===== src/design/lrsa_map.vh =====
// constants for the loop response sine analyzer
`ifndef LRSA_MAP_VH
`define LRSA_MAP_VH
`define LRSA_TBL_ABITS 6
`define LRSA_TBL_LEN 64
`define LRSA_FRAC_BITS 10
`define LRSA_SMP_W 16
`define LRSA_AMP_W 16
`define LRSA_CNT_W 24
`define LRSA_ACC_W 48
`define LRSA_ST_IDLE 2'h0
`define LRSA_ST_RUN 2'h1
`define LRSA_ST_DONE 2'h2
`endif


===== src/design/lrsa_sine_rom.v =====
// quarter-shifted sine and cosine lookup from one fixed period table
`timescale 1ns/1ps
`include "lrsa_map.vh"
module lrsa_sine_rom #(
  parameter ABITS = `LRSA_TBL_ABITS
) (
  // clock and reset
  input wire mclk,
  input wire rstn,
  // table addresses
  input wire [ABITS-1:0] sinAddr,
  input wire [ABITS-1:0] cosAddr,
  // looked-up samples
  output reg signed [15:0] sinVal,
  output reg signed [15:0] cosVal
);

  // ************************************************
  // fixed table, one period of a sine, 64 entries
  // ************************************************
  function signed [15:0] tblRead;
    input [5:0] a;
    reg [4:0] q;
    reg [15:0] m;
    begin
      // second quarter mirrors about entry 16, the crest
      q = (a[4] == 1'b0) ? {1'b0, a[3:0]} : (5'h10 - {1'b0, a[3:0]});
      case (q)
        5'h00: m = 16'h0000;
        5'h01: m = 16'h0c8c;
        5'h02: m = 16'h18f9;
        5'h03: m = 16'h2528;
        5'h04: m = 16'h30fb;
        5'h05: m = 16'h3c56;
        5'h06: m = 16'h471c;
        5'h07: m = 16'h5133;
        5'h08: m = 16'h5a82;
        5'h09: m = 16'h62f1;
        5'h0a: m = 16'h6a6d;
        5'h0b: m = 16'h70e2;
        5'h0c: m = 16'h7641;
        5'h0d: m = 16'h7a7c;
        5'h0e: m = 16'h7d89;
        5'h0f: m = 16'h7f61;
        default: m = 16'h7fff;
      endcase
      tblRead = a[5] ? (16'h0000 - m) : m;
    end
  endfunction

  // registered lookups
  always @(posedge mclk or negedge rstn) begin
    if (!rstn) begin
      sinVal <= 16'h0000;
      cosVal <= 16'h0000;
    end else begin
      sinVal <= tblRead(sinAddr[5:0]);
      cosVal <= tblRead(cosAddr[5:0]);
    end
  end
endmodule


===== src/design/lrsa_top.v =====
// loop response sine analyzer: excitation generator and correlator
// Overview of operation
// - excitation is added to compensator output while measuring.
// - response samples come from the error ADC output.
// - samples come from a fixed one-period sine table.
// - each sample, index grows by frequency step, then table lookup.
// - index passing table end wraps by subtracting table length.
// - index keeps fraction; address is index truncated.
// - step equals table length times frequency over sample rate.
// - cosine read at sine index plus quarter table, same wrap.
// - power-of-two table wraps by dropping upper index bits.
// - response times sine and cosine summed into imaginary and real.
// - result is just two words, real and imaginary sums.
// - no window; sample count is cycles times rate ratio, rounded.
// - PID description leaves the compensator datapath unchanged.
`timescale 1ns/1ps
`include "lrsa_map.vh"
module lrsa_top #(
  parameter ABITS = `LRSA_TBL_ABITS,
  parameter FBITS = `LRSA_FRAC_BITS,
  parameter SW = `LRSA_SMP_W,
  parameter CW = `LRSA_CNT_W,
  parameter AW = `LRSA_ACC_W
) (
  // clock and reset
  input wire mclk,
  input wire rstn,
  // loop sample strobe
  input wire sampleStb,
  // host control
  input wire startCmd,
  input wire [ABITS+FBITS-1:0] freqStep,
  input wire [CW-1:0] sampleCount,
  input wire [15:0] exciteAmp,
  // loop datapath
  input wire signed [SW-1:0] compOut,
  input wire signed [SW-1:0] errAdc,
  output reg signed [SW-1:0] loopDrive,
  // results
  output reg signed [AW-1:0] realSum,
  output reg signed [AW-1:0] imagSum,
  output reg measBusy,
  output reg measDone
);

  localparam IW = ABITS + FBITS;
  localparam [1:0] ST_IDLE = `LRSA_ST_IDLE;
  localparam [1:0] ST_RUN = `LRSA_ST_RUN;
  localparam [1:0] ST_DONE = `LRSA_ST_DONE;
  localparam integer QTR_LEN = `LRSA_TBL_LEN / 4;
  localparam [ABITS-1:0] QUARTER = QTR_LEN[ABITS-1:0];

  // ************************************************
  // state and phase
  // ************************************************
  reg [1:0] state;
  reg [IW-1:0] phase;
  reg [CW-1:0] count;
  reg lookStb;
  reg corrStb;
  reg signed [SW-1:0] errHold;
  reg signed [SW-1:0] errCorr;
  wire [ABITS-1:0] sinAddr;
  wire [ABITS-1:0] cosAddr;
  wire signed [15:0] sinVal;
  wire signed [15:0] cosVal;
  wire [IW-1:0] next_phase;

  // wrap by dropping carry, equal to subtracting table length
  assign next_phase = phase + freqStep;
  // truncated integer address from the full index
  assign sinAddr = phase[IW-1:FBITS];
  assign cosAddr = phase[IW-1:FBITS] + QUARTER;

  lrsa_sine_rom #(
    .ABITS(ABITS)
  ) uRom (
    .mclk(mclk),
    .rstn(rstn),
    .sinAddr(sinAddr),
    .cosAddr(cosAddr),
    .sinVal(sinVal),
    .cosVal(cosVal)
  );

  // measurement sequencer
  always @(posedge mclk or negedge rstn) begin
    if (!rstn) begin
      state <= ST_IDLE;
      phase <= {IW{1'b0}};
      count <= {CW{1'b0}};
      lookStb <= 1'b0;
      measBusy <= 1'b0;
      measDone <= 1'b0;
      errHold <= {SW{1'b0}};
    end else begin
      lookStb <= 1'b0;
      case (state)
        ST_IDLE, ST_DONE: begin
          if (startCmd) begin
            state <= ST_RUN;
            phase <= {IW{1'b0}};
            count <= {CW{1'b0}};
            measBusy <= 1'b1;
            measDone <= 1'b0;
          end
        end
        ST_RUN: begin
          if (sampleStb) begin
            errHold <= errAdc;
            lookStb <= 1'b1;
            phase <= next_phase;
            if (count + 1'b1 >= sampleCount) begin
              state <= ST_DONE;
              measBusy <= 1'b0;
              measDone <= 1'b1;
            end
            count <= count + 1'b1;
          end
        end
        default: begin
          state <= ST_IDLE;
        end
      endcase
    end
  end

  // ************************************************
  // excitation injection
  // ************************************************
  reg signed [SW+16:0] scaled;
  reg signed [SW+1:0] sumDrive;
  always @* begin
    scaled = $signed(sinVal) * $signed({1'b0, exciteAmp});
    sumDrive = $signed({{2{compOut[SW-1]}}, compOut}) +
      $signed(scaled[SW+16:16]);
  end

  // add excitation at compensator output, saturated
  always @(posedge mclk or negedge rstn) begin
    if (!rstn) begin
      loopDrive <= {SW{1'b0}};
    end else if (!measBusy) begin
      loopDrive <= compOut;
    end else if (sumDrive > $signed({3'b000, {(SW-1){1'b1}}})) begin
      loopDrive <= {1'b0, {(SW-1){1'b1}}};
    end else if (sumDrive < $signed({3'b111, {(SW-1){1'b0}}})) begin
      loopDrive <= {1'b1, {(SW-1){1'b0}}};
    end else begin
      loopDrive <= sumDrive[SW-1:0];
    end
  end

  // ************************************************
  // correlator
  // ************************************************
  wire signed [SW+15:0] prodRe;
  wire signed [SW+15:0] prodIm;
  assign prodRe = errCorr * cosVal;
  assign prodIm = errCorr * sinVal;

  // accumulate after the table lookup settles
  always @(posedge mclk or negedge rstn) begin
    if (!rstn) begin
      corrStb <= 1'b0;
      errCorr <= {SW{1'b0}};
      realSum <= {AW{1'b0}};
      imagSum <= {AW{1'b0}};
    end else begin
      corrStb <= lookStb;
      if (lookStb) begin
        errCorr <= errHold;
      end
      if (startCmd && !measBusy) begin
        realSum <= {AW{1'b0}};
        imagSum <= {AW{1'b0}};
      end else if (corrStb) begin
        realSum <= realSum + {{(AW-SW-16){prodRe[SW+15]}}, prodRe};
        imagSum <= imagSum + {{(AW-SW-16){prodIm[SW+15]}}, prodIm};
      end
    end
  end
endmodule


===== config.mk =====
export PLATFORM = sky130hd
export DESIGN_NAME = lrsa_top
export DESIGN_NICKNAME = d
export VERILOG_FILES = /design/src/design/lrsa_sine_rom.v /design/src/design/lrsa_top.v
export VERILOG_INCLUDE_DIRS = /design/src /design/src/design
export SDC_FILE = /design/constraint.sdc
export NUM_CORES = 2
export LEC_CHECK = 0
export BUFFER_PORTS_ARGS = -buffer_cell sky130_fd_sc_hd__buf_2
export CAP_MARGIN = 20
export CORE_MARGIN = 2
export CORE_UTILIZATION = 38
export CTS_BUF_LIST = sky130_fd_sc_hd__clkbuf_4 sky130_fd_sc_hd__clkbuf_8
export DETAILED_ROUTE_END_ITERATION = 7
export SYNTH_ARGS = -nofsm -noshare
export SYNTH_HDL_FRONTEND = slang
export SYNTH_SLANG_ARGS = --single-unit

===== constraint.sdc =====
create_clock -name mclk -period 18.9 [get_ports mclk]
set_clock_uncertainty 0.15 [all_clocks]
set_input_delay 0.945 -clock mclk [delete_from_list [all_inputs] [get_ports mclk]]
set_output_delay 0.945 -clock mclk [all_outputs]
set_load 0.02 [all_outputs]

Yosys cells after proc, flatten, opt, wreduce, memory -nomap -nowiden
Memories as Yosys holds them, arrays and structs flattened.
Cells that the tools add are included.
{"block": "classes", "n_eq_ne": 5, "mux": 33, "n_shift": 0, "n_addsub": 10, "bitwise_logic": 0, "div_mod_pow": 0, "n_mul": 3, "magnitude_cmp": 3, "reduce_logical": 10}
{"operator": "$mux 48", "count": 4}
{"operator": "$mux 16", "count": 9}
{"operator": "$add 48x48->48", "count": 2}
{"operator": "$mul 16x16->32", "count": 2}
{"operator": "$mux 24", "count": 2}
{"operator": "$pmux 24 s2", "count": 1}
{"operator": "$mul 16x17->33", "count": 1}
{"operator": "$pmux 16 s2", "count": 1}
{"operator": "$sub 1x16->16 const A", "count": 2}
{"operator": "$add 24x1->24 const B", "count": 1}
{"operator": "$ge 24x24->1", "count": 1}
{"operator": "$add 16x17->18", "count": 1}
{"operator": "$gt 18x16->1 const B", "count": 1}
{"operator": "$lt 18x16->1 const B", "count": 1}
{"operator": "$add 16x16->16", "count": 1}
{"operator": "$mux 5", "count": 2}
{"operator": "$sub 5x4->5 const A", "count": 2}
{"operator": "$mux 1", "count": 8}
{"operator": "$add 6x5->6 const B", "count": 1}
{"operator": "$mux 2", "count": 3}
{"operator": "$ne 2x2->1 const B", "count": 3}
{"operator": "$reduce_and 3->1", "count": 2}
{"operator": "$pmux 1 s2", "count": 2}
{"operator": "$pmux 2 s2", "count": 1}
{"operator": "9 further kinds", "count": 10}
{"block": "totals", "ramBits": 0, "inputBits": 92, "regBits": 222, "n_memories": 2, "word_cells": 80, "out_inout_bits": 114, "romBits": 480, "latchBits": 0}
{"name": "(no name shown)", "depth": 16, "word_bits": 15, "rd": 1, "rd_ports_with_merged_regs": 0, "wr": 0, "line_no": "lrsa_sine_rom.v:28", "text": "case (q)"}
{"name": "(no name shown)", "depth": 16, "word_bits": 15, "rd": 1, "rd_ports_with_merged_regs": 0, "wr": 0, "line_no": "lrsa_sine_rom.v:28"}

Longest topological paths before layout
An unclocked memory read counts as a cell.
{"block": "depth", "ltp_word": 7, "depth_mapped": 42, "ltp_nobuf": 40}

Modules after synthesis
From an unflattened synthesis, not the netlist that was laid out.
{"block": "hier_totals", "cells_unflattened": 5188, "area_unflattened_um2": 45771.4}
{"mod": "lrsa_top", "cells_per_inst": 4758, "area_per_inst_um2": 42226.7, "instances": 1, "seq_area_each_um2": 4754.6}
{"mod": "lrsa_sine_rom", "cells_per_inst": 430, "area_per_inst_um2": 3544.6, "instances": 1, "seq_area_each_um2": 800.8}

Least setup slack after synthesis
No wires, ideal clock.
{"block": "synth_path", "path_kind": "input to register", "startpoint": "in exciteAmp[7]", "endpoint": "reg loopDrive[1]", "setup_ns": 0.126, "path_stages": 35, "arrival_ns": 8.998, "required_time_ns": 18.624, "slack_ns": 9.626, "n_path_buf": 1, "cell_sequence": "clkbuf_1 nand2_1 fa_1 inv_1 fa_1 inv_1 fa_1 inv_1 fa_1 fa_1 inv_1 fa_1 inv_1 ha_1 a21o_1 a21o_1 a21oi_1 a21bo_1 and2_1 and3_1 o31a_1 o21a_1 nor2_1 xnor2_1 ha_1 o21a_1 a221o_1 o211a_1 o211ai_1 and2_1 nand2_1 o32ai_1 o2bb2ai_1 nor2_1 a221o_1"}
{"block": "synth_between", "elab_chain_cells": 6, "word_cells_on_any_way": 7, "cone_classes": "add/sub: 1; mul: 1; order compare: 2; mux: 3"}
{"element": "from (decl)", "line_no": "lrsa_top.v:34", "text": "input wire [15:0] exciteAmp,"}
{"element": "$mul 16x17->33 (*)", "line_no": "lrsa_top.v:134", "text": "scaled = $signed(sinVal) * $signed({1'b0, exciteAmp});"}
{"element": "$add 16x17->18 (*)", "line_no": "lrsa_top.v:135", "text": "sumDrive = $signed({{2{compOut[SW-1]}}, compOut}) +"}
{"element": "$lt 18x16->1", "line_no": "lrsa_top.v:147", "text": "end else if (sumDrive < $signed({3'b111, {(SW-1){1'b0}}})) begin"}
{"element": "$mux 16", "line_no": "lrsa_top.v:147"}
{"element": "$mux 16 (*)", "line_no": "lrsa_top.v:145", "text": "end else if (sumDrive > $signed({3'b000, {(SW-1){1'b1}}})) begin"}
{"element": "$mux 16 (*)", "line_no": "lrsa_top.v:143", "text": "end else if (!measBusy) begin"}
{"element": "to (signal assigned)", "line_no": "lrsa_top.v:144", "text": "loopDrive <= compOut;"}
{"element": "to (signal assigned)", "line_no": "lrsa_top.v:146", "text": "loopDrive <= {1'b0, {(SW-1){1'b1}}};"}
{"element": "to (signal assigned)", "line_no": "lrsa_top.v:148", "text": "loopDrive <= {1'b1, {(SW-1){1'b0}}};"}
{"element": "to (decl)", "line_no": "lrsa_top.v:38", "text": "output reg signed [SW-1:0] loopDrive,"}
Mark *: on every way between the ends. The rest lies on a longest branch, timed or not.
A chain may end at the register's enable or synchronous reset.

Final worst setup path
{"block": "layout_path", "startpoint": "reg uRom.sinVal[8]", "endpoint": "reg imagSum[45]"}
{"block": "layout_between", "elab_chain_cells": 4}
{"element": "from (decl)", "line_no": "lrsa_sine_rom.v:14", "text": "output reg signed [15:0] sinVal,"}
{"element": "from (signal assigned)", "line_no": "lrsa_sine_rom.v:57", "text": "sinVal <= tblRead(sinAddr[5:0]);"}
{"element": "$mul 16x16->32", "line_no": "lrsa_top.v:160", "text": "assign prodIm = errCorr * sinVal;"}
{"element": "$add 48x48->48", "line_no": "lrsa_top.v:179", "text": "imagSum <= imagSum + {{(AW-SW-16){prodIm[SW+15]}}, prodIm};"}
{"element": "$mux 48", "line_no": "lrsa_top.v:177", "text": "end else if (corrStb) begin"}
{"element": "$mux 48", "line_no": "lrsa_top.v:174", "text": "if (startCmd && !measBusy) begin"}
{"element": "to (signal assigned)", "line_no": "lrsa_top.v:168", "text": "imagSum <= {AW{1'b0}};"}
{"element": "to (signal assigned)", "line_no": "lrsa_top.v:176", "text": "imagSum <= {AW{1'b0}};"}
{"element": "to (signal assigned)", "line_no": "lrsa_top.v:179"}
{"element": "to (decl)", "line_no": "lrsa_top.v:41", "text": "output reg signed [AW-1:0] imagSum,"}
No other way between the ends. The select of a mux whose other input is x is not followed.

==> impl_metrics.env <==
export IMPL_status="finished clean"
export IMPL_slew_headroom_pct=35.2
export IMPL_synth_cell_types=94
export IMPL_clk_latency_ns=0.69
export IMPL_slowest_delay_ns=0.85
export IMPL_numCtsBuffers=48
export IMPL_start_kind="flop"
export IMPL_first_pass_iters=5
export IMPL_drt_iter0_drc=1767
export IMPL_hold_viol=0
export IMPL_initial_utilization_pct=38.2
export IMPL_post_cts_resized=0
export IMPL_cts_tree="yes"
export IMPL_crit_required_ns=19.25
export IMPL_antenna_found_initial=5
export IMPL_die_width_microns=345
export IMPL_clock_sinks=222
export IMPL_post_cts_buffers=0
export IMPL_period_minus_slack_ns=10.30
export IMPL_rsz0062_at_grt="false"
export IMPL_syn_nets=6261
export IMPL_synthFlopType="dfrtp_1"
export IMPL_timing_rr_end="imagSum[45]"
export IMPL_setup_viol=0
export IMPL_nets=6368
export IMPL_grt_max_degree=95
export IMPL_worst_pin_slew_ns=0.971
export IMPL_grtUsageTotal_pct=19.6
export IMPL_yosysSeqAreaShare_pct=12.6
export IMPL_crit_path_end_kind="flop"
export IMPL_synth_edf_count=0
export IMPL_ys_ff_latch=222
export IMPL_wl_per_cell_microns=17.1
export IMPL_fp_dieArea_sq_um=119000
export IMPL_cp_arrival_ns=10.65
export IMPL_drc=0
export IMPL_path_clk_slew_ns=0.06
export IMPL_via_count=33800
export IMPL_drive_gt1_share_pct=7.94
export IMPL_cts_root_buf="clkbuf_8"
export IMPL_grt_pass1_wl_microns=190000
export IMPL_cap_violations=0
export IMPL_syn_to_final_growth_pct=8.25
export IMPL_layout_cells_most_common="inv_1"
export IMPL_core_sq_um=116000
export IMPL_r2r_start="uRom.sinVal[8]"
export IMPL_wl_microns=114000
export IMPL_yosysWarnings=0
export IMPL_reg2reg_depth=40
export IMPL_layout_common_cells="inv_1 (887), fa_1 (721), nand2_1 (702)"
export IMPL_dieHeight_microns=345
export IMPL_hold_ws_ns=0.0558
export IMPL_maxSlewViolCount=0
export IMPL_worst_setup_path_type="reg2reg"
export IMPL_rows=125
export IMPL_fillers=11600
export IMPL_hp_class="in2async"
export IMPL_fmax_mhz=97.1
export IMPL_cts_buffer_depth=3
export IMPL_post_drt_via_cell_ratio=5.07
export IMPL_post_route_period_util_pct=54.5
export IMPL_async_flop_share_pct=100
export IMPL_io_pins=206
export IMPL_rrSetupSlack_ns=8.60
export IMPL_avgSynthCellArea_sq_um=8.86
export IMPL_hpwl_microns=88800
export IMPL_syn_inst=4996
export IMPL_io_buffers=205
export IMPL_crit_slowest_cell="dfrtp_1"
export IMPL_grt_overflow=0
export IMPL_synth_area_sq_um=44200
export IMPL_tns_ns=0
export IMPL_worstPathMaxFanout=17
export IMPL_h_tree_depth=2
export IMPL_drtAntennaViolNets=0
export IMPL_grt_pass1_vias=35700
export IMPL_gp_congestion=0.864
export IMPL_cts_hold_buf=0
-- flip-flops by register name, summed over array words and instances, names as in the netlist --
signal / cells
phase: 16
errCorr: 16
state: 2
measDone: 1
corrStb: 1
loopDrive: 16
errHold: 16
uRom.sinVal: 16
uRom.cosVal: 16
imagSum: 48
realSum: 48
lookStb: 1
measBusy: 1
count: 24
-- synthesized netlist by cell type, types with 75 or more instances --
cell	n	area (sq um)
a21o_1	105	788
a21oi_1	166	831
and2_1	317	1980
clkbuf_1	176	661
dfrtp_1	222	5560
fa_1	721	14400
ha_1	452	5660
inv_1	887	3330
nand2_1	703	2640
nand2b_1	78	488
nand3_1	75	375
nor2_1	150	563
o21ai_0	208	1040
xnor2_1	163	1430
xor2_1	82	718
-- logic make-up after synthesis --
kind of cell | Yosys count | share of synthesized area [%]
AO/OA/AOI/OAI | 739 | 10.8
XOR/XNOR | 249 | 5.02
adder cells (fa/ha/maj) | 1173 | 45.4
buffers and inverters | 1090 | 9.32
flip-flops | 222 | 12.6
multiplexers | 26 | 0.667
AND/OR/NAND/NOR | 1497 | 16.2
-- stage by stage --
step	util (%)	cell area (sq um)	setup WS [ns]	instances
after detailed placement	40.4	46800	8.62	6573
after global routing	41.3	47900	8.03	6664
after floorplan	-	44200	9.63	4996
after global placement	40.4	46800	8.75	6573
after CTS	41.3	47800	8.55	6658
final	41.3	47900	8.60	6665
-- worst max-delay path, delay by kind of cell (launching register included) --
| family | cells | cell delay [ns] |
|---|---|---|
| flip-flops | 1 | 0.85 |
| AO/OA/AOI/OAI | 19 | 3.71 |
| adder cells (fa/ha/maj) | 8 | 3.59 |
| AND/OR/NAND/NOR | 4 | 0.77 |
| XOR/XNOR | 2 | 0.28 |
| buffers and inverters | 7 | 0.78 |
-- layer usage --
layer  global-route usage [%]  share of wire, %
met1                     26.0                44
met2                     33.9                49
met3                     2.66               5.0
met4                     4.20               1.9
met5                        0                 0
-- cell type report --
cell class	count	area [sq um]	area share, %
Sequential cell	222	5560	11.6
Inverter	890	3340	6.97
Timing Repair Buffer	257	1480	3.09
Antenna cell	3	7.51	0.0157
Tap cell	1524	1910	3.98
Multi-Input combinational cell	3684	34600	72.2
Clock buffer	70	901	1.88
Clock inverter	15	115	0.240
-- worst max-delay path by stage --
stage | startpoint | endpoint | slack, ns | cells past startpoint
after floorplan | exciteAmp[7] | loopDrive[1] | 9.63 | 35
after global placement | uRom.sinVal[5] | imagSum[45] | 8.75 | 39
after detailed placement | uRom.sinVal[5] | imagSum[45] | 8.62 | 39
after CTS | uRom.sinVal[5] | imagSum[45] | 8.55 | 39
after global routing | uRom.sinVal[8] | imagSum[45] | 8.03 | 40
final | uRom.sinVal[8] | imagSum[45] | 8.60 | 40
Power is not shown: default switching activity piles up to over one toggle a cycle in this logic, so the estimate is an artifact.
